==> config.mk <==
export PLATFORM = sky130hd
export DESIGN_NAME = variable_duty_pulse_outputs
export DESIGN_NICKNAME = d
export VERILOG_FILES = /design/src/rtl/pwm_pkg.sv /design/src/rtl/pwm_channel.sv /design/src/rtl/sync2.sv /design/src/rtl/variable_duty_pulse_outputs.sv
export SDC_FILE = /design/constraint.sdc
export NUM_CORES = 2
export LEC_CHECK = 0
export ABC_AREA = 0
export BUFFER_PORTS_ARGS = -buffer_cell sky130_fd_sc_hd__buf_2
export CAP_MARGIN = 20
export CORE_MARGIN = 5
export CORE_UTILIZATION = 45
export DETAILED_ROUTE_END_ITERATION = 8
export PLACE_DENSITY = 0.71
export SLEW_MARGIN = 25
export SYNTH_ARGS = -nofsm -noshare
export SYNTH_HDL_FRONTEND = slang
export SYNTH_HIERARCHICAL = 1
export SYNTH_SLANG_ARGS = --single-unit
==> constraint.sdc <==
create_clock -name mclk -period 7.6 [get_ports mclk]
set_input_delay 0.76 -clock mclk [delete_from_list [all_inputs] [get_ports mclk]]
set_output_delay 0.76 -clock mclk [all_outputs]
set_load 0.1 [all_outputs]
==> src/rtl/pwm_pkg.sv <==
package pwm_pkg;

  // Clock rate and phase scaling
  localparam int unsigned CLK_HZ      = 125_000_000;
  localparam logic [31:0] PHASE_MOD   = 32'(64'(CLK_HZ) * 64'h0A);
  localparam logic [15:0] DUTY_FULL   = 16'h03E8;
  localparam logic [31:0] DUTY_UNIT   = PHASE_MOD / 32'h0000_03E8;
  localparam logic [15:0] COARSE_MAX  = 16'h8020;
  localparam logic [31:0] COARSE_MULT = 32'h0000_000A;

  // Channel count and operand widths
  localparam int NUM_CH = 4;
  localparam int FREQ_W = 16;
  localparam int DUTY_W = 16;

  // Register byte offsets
  localparam logic [7:0] OFF_CMD      = 8'h00;
  localparam logic [7:0] OFF_MODE     = 8'h04;
  localparam logic [7:0] OFF_FREQ0    = 8'h10;
  localparam logic [7:0] OFF_DUTY0    = 8'h20;
  localparam logic [7:0] OFF_ACT_LO   = 8'h30;
  localparam logic [7:0] OFF_ACT_HI   = 8'h34;
  localparam logic [7:0] OFF_ORG      = 8'h38;
  localparam logic [7:0] OFF_IRQ_ST   = 8'h40;
  localparam logic [7:0] OFF_IRQ_MASK = 8'h44;
  localparam logic [7:0] OFF_OUT0     = 8'h48;
  localparam logic [7:0] OFF_OUT1     = 8'h4C;

  // Field positions
  localparam int CMD_STOP_LSB  = 4;
  localparam int ACT_BIT_A     = 0;
  localparam int ACT_BIT_B     = 8;
  localparam int TERM_BIT_A    = 4;
  localparam int TERM_BIT_B    = 5;
  localparam int ORG_MODE_LSB  = 0;
  localparam int IRQ_ORG       = 0;
  localparam int IRQ_OPERAND   = 1;
  localparam int IRQ_START_LSB = 2;
  localparam int IRQ_W         = 6;

  // Origin search operation modes
  typedef enum logic [1:0] {
    ORG_MODE0 = 2'b00,
    ORG_MODE1 = 2'b01,
    ORG_MODE2 = 2'b10,
    ORG_MODE3 = 2'b11
  } org_mode_t;

  // Channel states
  typedef enum logic {
    CH_IDLE = 1'b0,
    CH_RUN  = 1'b1
  } chan_state_t;

  // Bus responses
  localparam logic [1:0] RESP_OKAY   = 2'h0;
  localparam logic [1:0] RESP_SLVERR = 2'h2;

endpackage

==> src/rtl/pwm_channel.sv <==
`timescale 1ns/100ps
`default_nettype none
module pwm_channel
  import pwm_pkg::*;
(
  input  wire logic              mclk,
  input  wire logic              rst_n,
  input  wire logic              start,
  input  wire logic              stop,
  input  wire logic              clear,
  input  wire logic              coarse,
  input  wire logic [FREQ_W-1:0] freq,
  input  wire logic [DUTY_W-1:0] duty,
  output logic                   pwm,
  output logic                   active
);

  chan_state_t state;
  logic [31:0] step;
  logic [31:0] phase;
  logic [31:0] thresh;
  logic [32:0] sum;
  logic        wrap;

  assign sum    = {1'b0, phase} + {1'b0, step};
  assign wrap   = sum >= {1'b0, PHASE_MOD};
  assign active = (state == CH_RUN);

  // Run state; stop and clear win over start
  always_ff @(posedge mclk or negedge rst_n)
  begin
    if (!rst_n)
      state <= CH_IDLE;
    else
    begin
      case (state)
        CH_IDLE:
          if (start && !stop && !clear)
            state <= CH_RUN;
        CH_RUN:
          if (stop || clear)
            state <= CH_IDLE;
        default:
          state <= CH_IDLE;
      endcase
    end
  end

  // Phase step fixed at start: tenths of Hz or whole Hz
  always_ff @(posedge mclk or negedge rst_n)
  begin
    if (!rst_n)
      step <= '0;
    else if (start)
      step <= coarse ? 32'(freq) * COARSE_MULT : 32'(freq);
  end

  // Phase accumulator, one wrap per output period
  always_ff @(posedge mclk or negedge rst_n)
  begin
    if (!rst_n)
      phase <= '0;
    else if (start)
      phase <= '0;
    else if (active)
      phase <= wrap ? 32'(sum - {1'b0, PHASE_MOD}) : sum[31:0];
  end

  // Duty threshold taken at start and at each period boundary
  always_ff @(posedge mclk or negedge rst_n)
  begin
    if (!rst_n)
      thresh <= '0;
    else if (start || (active && wrap))
      thresh <= 32'(duty) * DUTY_UNIT;
  end

  // Zero threshold never high, full threshold always high
  always_ff @(posedge mclk or negedge rst_n)
  begin
    if (!rst_n)
      pwm <= 1'b0;
    else
      pwm <= active && (phase < thresh);
  end
endmodule
`default_nettype wire

==> src/rtl/sync2.sv <==
`timescale 1ns/100ps
`default_nettype none
module sync2
  import pwm_pkg::*;
#(
  parameter int W = 1
)(
  input  wire logic         mclk,
  input  wire logic         rst_n,
  input  wire logic [W-1:0] async_in,
  output logic      [W-1:0] sync_out
);

  logic [W-1:0] stage1;

  // Two-stage synchroniser; first stage read only by the second
  always_ff @(posedge mclk or negedge rst_n)
  begin
    if (!rst_n)
    begin
      stage1   <= '0;
      sync_out <= '0;
    end
    else
    begin
      stage1   <= async_in;
      sync_out <= stage1;
    end
  end

endmodule
`default_nettype wire

==> src/rtl/variable_duty_pulse_outputs.sv <==
`timescale 1ns/100ps
`default_nettype none
module variable_duty_pulse_outputs
  import pwm_pkg::*;
#(
  parameter int ADDR_W = 8
)(
  input  wire logic              mclk,
  input  wire logic              rst_n,
  input  wire logic [ADDR_W-1:0] s_axi_awaddr,
  input  wire logic              s_axi_awvalid,
  output logic                   s_axi_awready,
  input  wire logic [31:0]       s_axi_wdata,
  input  wire logic [3:0]        s_axi_wstrb,
  input  wire logic              s_axi_wvalid,
  output logic                   s_axi_wready,
  output logic [1:0]             s_axi_bresp,
  output logic                   s_axi_bvalid,
  input  wire logic              s_axi_bready,
  input  wire logic [ADDR_W-1:0] s_axi_araddr,
  input  wire logic              s_axi_arvalid,
  output logic                   s_axi_arready,
  output logic [31:0]            s_axi_rdata,
  output logic [1:0]             s_axi_rresp,
  output logic                   s_axi_rvalid,
  input  wire logic              s_axi_rready,
  input  wire logic              run_mode,
  output logic [15:0]            out_word0,
  output logic [15:0]            out_word1,
  output logic                   irq
);

  logic              aw_held;
  logic              w_held;
  logic [7:0]        aw_addr;
  logic [31:0]       w_data;
  logic [3:0]        w_strb;
  logic              do_write;
  logic [NUM_CH-1:0] coarse_mode;
  logic [FREQ_W-1:0] freq_q [NUM_CH];
  logic [DUTY_W-1:0] duty_q [NUM_CH];
  logic [IRQ_W-1:0]  irq_status;
  logic [IRQ_W-1:0]  irq_mask;
  logic [IRQ_W-1:0]  irq_set;
  logic [IRQ_W-1:0]  irq_clr;
  logic [15:0]       norm0;
  logic [15:0]       norm1;
  logic [NUM_CH-1:0] start_req;
  logic [NUM_CH-1:0] stop_req;
  logic [NUM_CH-1:0] start_ok;
  logic [NUM_CH-1:0] operand_ok;
  logic [NUM_CH-1:0] duty_wr;
  logic [NUM_CH-1:0] duty_wr_bad;
  logic [NUM_CH-1:0] ch_pwm;
  logic [NUM_CH-1:0] ch_active;
  logic [15:0]       act_lo;
  logic [15:0]       act_hi;
  logic [15:0]       new_duty;
  logic              org_err;
  logic              run_s;
  logic              run_d;
  logic              run_edge;
  logic [31:0]       next_rdata;
  logic [1:0]        next_rresp;
  logic [15:0]       next_out0;
  logic [15:0]       next_out1;

  // Byte-lane merge into a 16-bit register
  function automatic logic [15:0] merge16(input logic [15:0] old, input logic [31:0] d,
                                          input logic [3:0] s);
    logic [15:0] r;
    r = old;
    if (s[0])
      r[7:0] = d[7:0];
    if (s[1])
      r[15:8] = d[15:8];
    return r;
  endfunction

  // Write channel acceptance, address and data in either order
  assign s_axi_awready = !aw_held;
  assign s_axi_wready  = !w_held;
  assign do_write      = aw_held && w_held && !s_axi_bvalid;

  always_ff @(posedge mclk or negedge rst_n)
  begin
    if (!rst_n)
    begin
      aw_held <= 1'b0;
      aw_addr <= '0;
    end
    else if (s_axi_awvalid && s_axi_awready)
    begin
      aw_held <= 1'b1;
      aw_addr <= 8'(s_axi_awaddr);
    end
    else if (do_write)
      aw_held <= 1'b0;
  end

  always_ff @(posedge mclk or negedge rst_n)
  begin
    if (!rst_n)
    begin
      w_held <= 1'b0;
      w_data <= '0;
      w_strb <= '0;
    end
    else if (s_axi_wvalid && s_axi_wready)
    begin
      w_held <= 1'b1;
      w_data <= s_axi_wdata;
      w_strb <= s_axi_wstrb;
    end
    else if (do_write)
      w_held <= 1'b0;
  end

  // Write response, error for unmapped offsets
  always_ff @(posedge mclk or negedge rst_n)
  begin
    if (!rst_n)
    begin
      s_axi_bvalid <= 1'b0;
      s_axi_bresp  <= RESP_OKAY;
    end
    else if (do_write)
    begin
      s_axi_bvalid <= 1'b1;
      if (aw_addr == OFF_CMD || aw_addr == OFF_MODE || aw_addr == OFF_ORG
          || aw_addr == OFF_IRQ_ST || aw_addr == OFF_IRQ_MASK || aw_addr == OFF_OUT0
          || aw_addr == OFF_OUT1 || aw_addr[7:4] == OFF_FREQ0[7:4]
          || aw_addr[7:4] == OFF_DUTY0[7:4] || aw_addr == OFF_ACT_LO
          || aw_addr == OFF_ACT_HI)
        s_axi_bresp <= (aw_addr[1:0] == 2'h0) ? RESP_OKAY : RESP_SLVERR;
      else
        s_axi_bresp <= RESP_SLVERR;
    end
    else if (s_axi_bready)
      s_axi_bvalid <= 1'b0;
  end

  // Command strobes from a write to the command word
  assign start_req = (do_write && aw_addr == OFF_CMD && w_strb[0])
                     ? w_data[NUM_CH-1:0] : '0;
  assign stop_req  = (do_write && aw_addr == OFF_CMD && w_strb[0])
                     ? w_data[CMD_STOP_LSB +: NUM_CH] : '0;
  assign new_duty  = merge16('0, w_data, w_strb);

  // Origin search request in mode 1 or 2; channels 0..3 each share a pulse terminal bit of output word 0 or 1
  assign org_err = do_write && aw_addr == OFF_ORG && w_strb[0]
                   && (org_mode_t'(w_data[ORG_MODE_LSB +: 2]) == ORG_MODE1
                    || org_mode_t'(w_data[ORG_MODE_LSB +: 2]) == ORG_MODE2);

  // Controller run level from its pin; either edge clears all channels
  sync2 #(.W(1)) run_sync (
    .mclk     (mclk),
    .rst_n    (rst_n),
    .async_in (run_mode),
    .sync_out (run_s)
  );

  always_ff @(posedge mclk or negedge rst_n)
  begin
    if (!rst_n)
      run_d <= 1'b0;
    else
      run_d <= run_s;
  end

  assign run_edge = run_s ^ run_d;

  // Per-channel operand checks, operand registers and generators
  generate
    for (genvar c = 0; c < NUM_CH; c++)
    begin : g_ch
      assign operand_ok[c]  = freq_q[c] != '0
                              && (!coarse_mode[c] || freq_q[c] <= COARSE_MAX)
                              && duty_q[c] <= DUTY_FULL;
      assign start_ok[c]    = start_req[c] && operand_ok[c];
      assign duty_wr[c]     = do_write && aw_addr == (OFF_DUTY0 + 8'(4 * c));
      assign duty_wr_bad[c] = duty_wr[c] && new_duty > DUTY_FULL;

      // Frequency word per channel
      always_ff @(posedge mclk or negedge rst_n)
      begin
        if (!rst_n)
          freq_q[c] <= '0;
        else if (do_write && aw_addr == (OFF_FREQ0 + 8'(4 * c)))
          freq_q[c] <= merge16(freq_q[c], w_data, w_strb);
      end

      // Duty word, live to a running channel; out-of-range writes dropped
      always_ff @(posedge mclk or negedge rst_n)
      begin
        if (!rst_n)
          duty_q[c] <= '0;
        else if (duty_wr[c] && !duty_wr_bad[c])
          duty_q[c] <= new_duty;
      end

      pwm_channel u_ch (
        .mclk   (mclk),
        .rst_n  (rst_n),
        .start  (start_ok[c]),
        .stop   (stop_req[c]),
        .clear  (run_edge),
        .coarse (coarse_mode[c]),
        .freq   (freq_q[c]),
        .duty   (duty_q[c]),
        .pwm    (ch_pwm[c]),
        .active (ch_active[c])
      );
    end
  endgenerate

  // Frequency range select per channel
  always_ff @(posedge mclk or negedge rst_n)
  begin
    if (!rst_n)
      coarse_mode <= '0;
    else if (do_write && aw_addr == OFF_MODE && w_strb[0])
      coarse_mode <= w_data[NUM_CH-1:0];
  end

  // Normal output words
  always_ff @(posedge mclk or negedge rst_n)
  begin
    if (!rst_n)
    begin
      norm0 <= '0;
      norm1 <= '0;
    end
    else if (do_write && aw_addr == OFF_OUT0)
      norm0 <= merge16(norm0, w_data, w_strb);
    else if (do_write && aw_addr == OFF_OUT1)
      norm1 <= merge16(norm1, w_data, w_strb);
  end

  // Interrupt events: set wins over a write-one clear
  assign irq_set = {start_ok, |(start_req & ~operand_ok) | (|duty_wr_bad), org_err};
  assign irq_clr = (do_write && aw_addr == OFF_IRQ_ST && w_strb[0])
                   ? w_data[IRQ_W-1:0] : '0;

  always_ff @(posedge mclk or negedge rst_n)
  begin
    if (!rst_n)
      irq_status <= '0;
    else
      irq_status <= (irq_status & ~irq_clr) | irq_set;
  end

  always_ff @(posedge mclk or negedge rst_n)
  begin
    if (!rst_n)
      irq_mask <= '0;
    else if (do_write && aw_addr == OFF_IRQ_MASK && w_strb[0])
      irq_mask <= w_data[IRQ_W-1:0];
  end

  assign irq = |(irq_status & irq_mask);

  // In-progress flags follow channel state directly
  always_comb
  begin
    act_lo             = '0;
    act_hi             = '0;
    act_lo[ACT_BIT_A]  = ch_active[0];
    act_lo[ACT_BIT_B]  = ch_active[1];
    act_hi[ACT_BIT_A]  = ch_active[2];
    act_hi[ACT_BIT_B]  = ch_active[3];
  end

  // Read decode
  always_comb
  begin
    next_rdata = '0;
    next_rresp = RESP_OKAY;
    if (s_axi_araddr[1:0] != 2'h0)
      next_rresp = RESP_SLVERR;
    else if (8'(s_axi_araddr) == OFF_CMD)
      next_rdata = '0;
    else if (8'(s_axi_araddr) == OFF_MODE)
      next_rdata = 32'(coarse_mode);
    else if (s_axi_araddr[7:4] == OFF_FREQ0[7:4])
      next_rdata = 32'(freq_q[s_axi_araddr[3:2]]);
    else if (s_axi_araddr[7:4] == OFF_DUTY0[7:4])
      next_rdata = 32'(duty_q[s_axi_araddr[3:2]]);
    else if (8'(s_axi_araddr) == OFF_ACT_LO)
      next_rdata = 32'(act_lo);
    else if (8'(s_axi_araddr) == OFF_ACT_HI)
      next_rdata = 32'(act_hi);
    else if (8'(s_axi_araddr) == OFF_ORG)
      next_rdata = '0;
    else if (8'(s_axi_araddr) == OFF_IRQ_ST)
      next_rdata = 32'(irq_status);
    else if (8'(s_axi_araddr) == OFF_IRQ_MASK)
      next_rdata = 32'(irq_mask);
    else if (8'(s_axi_araddr) == OFF_OUT0)
      next_rdata = 32'(norm0);
    else if (8'(s_axi_araddr) == OFF_OUT1)
      next_rdata = 32'(norm1);
    else
      next_rresp = RESP_SLVERR;
  end

  assign s_axi_arready = !s_axi_rvalid;

  always_ff @(posedge mclk or negedge rst_n)
  begin
    if (!rst_n)
    begin
      s_axi_rvalid <= 1'b0;
      s_axi_rdata  <= '0;
      s_axi_rresp  <= RESP_OKAY;
    end
    else if (s_axi_arvalid && s_axi_arready)
    begin
      s_axi_rvalid <= 1'b1;
      s_axi_rdata  <= next_rdata;
      s_axi_rresp  <= next_rresp;
    end
    else if (s_axi_rready)
      s_axi_rvalid <= 1'b0;
  end

  // Terminal muxing: a running channel owns its bit
  always_comb
  begin
    next_out0             = norm0;
    next_out1             = norm1;
    if (ch_active[0])
      next_out0[TERM_BIT_A] = ch_pwm[0];
    if (ch_active[1])
      next_out0[TERM_BIT_B] = ch_pwm[1];
    if (ch_active[2])
      next_out1[TERM_BIT_A] = ch_pwm[2];
    if (ch_active[3])
      next_out1[TERM_BIT_B] = ch_pwm[3];
  end

  always_ff @(posedge mclk or negedge rst_n)
  begin
    if (!rst_n)
    begin
      out_word0 <= '0;
      out_word1 <= '0;
    end
    else
    begin
      out_word0 <= next_out0;
      out_word1 <= next_out1;
    end
  end
endmodule
`default_nettype wire

==> impl_metrics.py <==
metrics = {
    "drt": {
        "dr_total_vias": 45300,
        "dr.pass1.iters": 8,
        "wire_per_inst_um": 20.1,
        "ant_nets": 0,
        "drc": 0,
        "vias_per_cell": 5.87,
        "wl_mm": 155,
        "drt_iter0_markers": 3665,
    },
    "pwr": {
        "p_comb_frac": 0.262,
        "p_sw_mw": 3.67,
        "seqPwrFrac": 0.387,
        "switching_share": 0.368,
        "irDropWorstVdd_v": 0.000174,
        "clkPwrFrac": 0.351,
        "p_leak_nw": 31.9,
        "power_density_nw_per_um2": 161,
        "power.internal_mw": 6.30,
    },
    "final_layout": {
        "layout.nets": 7129,
        "final_cells": 7715,
        "drive_above_1_share": 0.124,
        "area_growth_pct": 7.52,
        "fillCellCount": 11700,
        "finalInstanceArea_um2": 61900,
    },
    "placed_design": {
        "place_area_um2": 59500,
        "gp_congestion": 0.952,
        "place_inst": 7583,
        "place_hpwl_mm": 121,
        "port_buffers": 97,
    },
    "sta": {
        "max_freq_mhz": 155,
        "tightest_slew_ns": 1.09,
        "period_minus_slack_ns": 6.46,
        "rsz0062_at_grt": "false",
        "report.final.slew_viol_count": 0,
        "hold_ws_ns": 0.0409,
        "clock_skew_ns": 0.0281,
        "setup_viol": 0,
        "finalCritPeriodShare": 0.851,
        "hold_viol_final": 0,
        "fin_tns_setup_ns": 0,
        "slew_headroom": 0.273,
    },
    "clocking": {
        "clk_path_buf_depth": 3,
        "clockRootBuffer": "clkbuf_16",
        "cts_hold_buffers": 0,
        "clk_pin_slew_worst_paths_ns": 0.07,
        "post_cts_resized": 0,
        "h-tree-depth": 3,
        "clkSinkCount": 587,
        "cts_tree": "yes",
        "clk_latency_ns": 0.66,
        "numCtsBuffers": 69,
        "post_cts_buffers": 0,
    },
    "worst_setup_path": {
        "endpoint_kind": "register",
        "rr_startpoint": "duty_q[11]",
        "start_kind": "register",
        "crit_required_ns": 8.12,
        "critPathKind": "reg -> reg",
        "r2r_slack_ns": 1.14,
        "r2r_end": "g_ch[3].u_ch/thresh[31]",
        "reg2regPathDepth": 20,
        "cp.arrival_ns": 6.98,
        "worstPathMaxFanout": 9,
    },
    "yosys": {
        "yosysMostFrequentCell": "ha_1",
        "synthTopCellsByArea": "dfrtp_1, ha_1, fa_1, inv_1, mux2_2",
        "seq_area_frac_synth": 0.255,
        "synth_cell_types": 139,
        "synth-seq-cells": 587,
        "syn_area_um2": 57500,
        "ys.flop_type": "dfrtp_1",
        "yosysTopAreaCellShare": 0.255,
        "syn_area_per_cell_um2": 9.62,
        "synth-async-reset-ratio": 1.00,
        "synth_common_cells": "ha_1, inv_1, dfrtp_1",
        "yosysTopAreaCell": "dfrtp_1",
        "synth_edf_count": 0,
        "synth_cells": 5982,
        "yosysWarnings": 6,
    },
    "job": {
        "maxCapViolations": 0,
    },
    "floorplan": {
        "die_h_um": 368,
        "ios": 134,
        "fp-row-count": 131,
        "start_util": 0.452,
        "die_area_um2": 135000,
        "die_width_um": 368,
        "core_um2": 127000,
    },
    "status": {
        "status": "finished, final reports clean",
    },
    "global_route": {
        "track_usage": 0.226,
        "grt-ovfl-total": 0,
        "antenna_found_initial": 10,
        "grt_max_degree": 157,
        "first_global_vias": 45000,
        "grt_pass1_wl_mm": 248,
    },
    "hold_path": {
        "hp-class": "in -> async",
    },
}
## power by group through the flow
stage	clock, mW	sequential (mW)	combinational, mW
final	3.50	3.86	2.61
after global routing	3.70	3.86	2.89
after CTS	3.57	3.83	2.61
after detailed placement	0	3.89	2.58
after global placement	0	3.88	2.52
after floorplan	0	3.81	1.73
## state kept, by name, indices dropped and copies added (netlist names), 2 cells and up
name	flops
g_ch.u_ch/phase	128
g_ch.u_ch/thresh	112
g_ch.u_ch/step	80
duty_q	64
freq_q	64
norm0	16
norm1	16
out_word0	16
out_word1	16
s_axi_rdata	16
w_data	16
aw_addr	8
irq_mask	6
irq_status	6
coarse_mode	4
g_ch.u_ch/active	4
g_ch.u_ch/pwm	4
w_strb	2
## kinds of logic (layout without fill, tap and decap cells)
kind of cell	Yosys count	count (layout)	share of synthesized area
XOR/XNOR	256	256	0.0391
adder cells (fa/ha/maj)	1076	1076	0.267
buffers and inverters	849	899	0.0613
multiplexers	376	376	0.0787
AO/OA/AOI/OAI	1303	1303	0.160
other	1	22	0.0000652
AND/OR/NAND/NOR	1534	1534	0.139
flip-flops	587	587	0.255
## metal layers
layer  vias up  GRT usage  share of wire  routed length [um]
met5         -          0              0                   0
met4         0     0.0666          0.033                5160
met3       301     0.0501          0.083               12800
met2      1475      0.355           0.44               68000
met1     22300      0.313           0.45               69300
li1      21200          -              -                   -
## through the flow
stage	util	setup WS [ns]	power (mW)
after floorplan	-	1.92	5.54
after global placement	0.467	1.47	6.40
after detailed placement	0.467	1.32	6.47
after CTS	0.485	1.27	10.0
after global routing	0.486	0.894	10.4
final	0.486	1.14	9.97
## worst max path at each step
stage / from / endpoint / slack (ns) / cells after the start
6_report: duty_q[11] / g_ch[3].u_ch/thresh[31] / 1.14 / 20
5_1_grt: duty_q[12] / g_ch[3].u_ch/thresh[31] / 0.89 / 20
4_1_cts: duty_q[12] / g_ch[3].u_ch/thresh[31] / 1.27 / 20
3_5_place_dp: duty_q[17] / g_ch[2].u_ch/thresh[31] / 1.32 / 20
3_3_place_gp: duty_q[54] / g_ch[0].u_ch/thresh[30] / 1.47 / 20
2_1_floorplan: duty_q[37] / g_ch[1].u_ch/thresh[30] / 1.92 / 21
## critical path, stage by stage, from the launching register on
cell	delay, ns
dfrtp_1	0.70
ha_1	0.35
ha_1	0.28
inv_1	0.05
fa_1	0.52
inv_1	0.05
fa_1	0.50
fa_1	0.55
inv_1	0.06
fa_1	0.55
inv_1	0.05
ha_1	0.22
or3_1	0.35
a211oi_1	0.44
o211ai_1	0.22
a31oi_1	0.28
nor2b_1	0.08
o21ai_0	0.41
o221a_2	0.28
nor2_1	0.05
o41ai_1	0.33
## placed cells by master (no fill, tap or decap), drive strengths merged, types with 35 or more instances in the layout
cell type,Yosys,routed
nand4,55,55
nor3,115,115
nand2,352,352
inv,630,637
dfrtp,587,587
buf,115,142
o211ai,38,38
o21bai,37,37
xor2,88,88
a211oi,73,73
or2,48,48
nor2b,98,98
mux2,216,216
fa,256,256
and3,56,56
a21oi,387,387
mux4,37,37
a21o,140,140
xnor2,168,168
nor2,449,449
and2,58,58
clkbuf,104,91
nand2b,49,49
mux2i,123,123
a31oi,44,44
o21ai,248,248
ha,820,820
o21a,50,50
nand3,87,87
nor4,35,35
## area by class of cell
| cell class | count | area, um2 | share of cell area |
|---|---|---|---|
| multi-input cells | 4563 | 39500 | 0.638 |
| flip-flops and latches | 587 | 14700 | 0.238 |
| inverters | 630 | 2360 | 0.0382 |
| well taps | 1662 | 2080 | 0.0336 |
| clock buffers | 91 | 1950 | 0.0315 |
| repair buffers | 142 | 881 | 0.0142 |
| clock inverters | 36 | 414 | 0.00669 |
| diodes | 4 | 10.0 | 0.000162 |
Note: power is estimated with default switching activity, not from simulation.
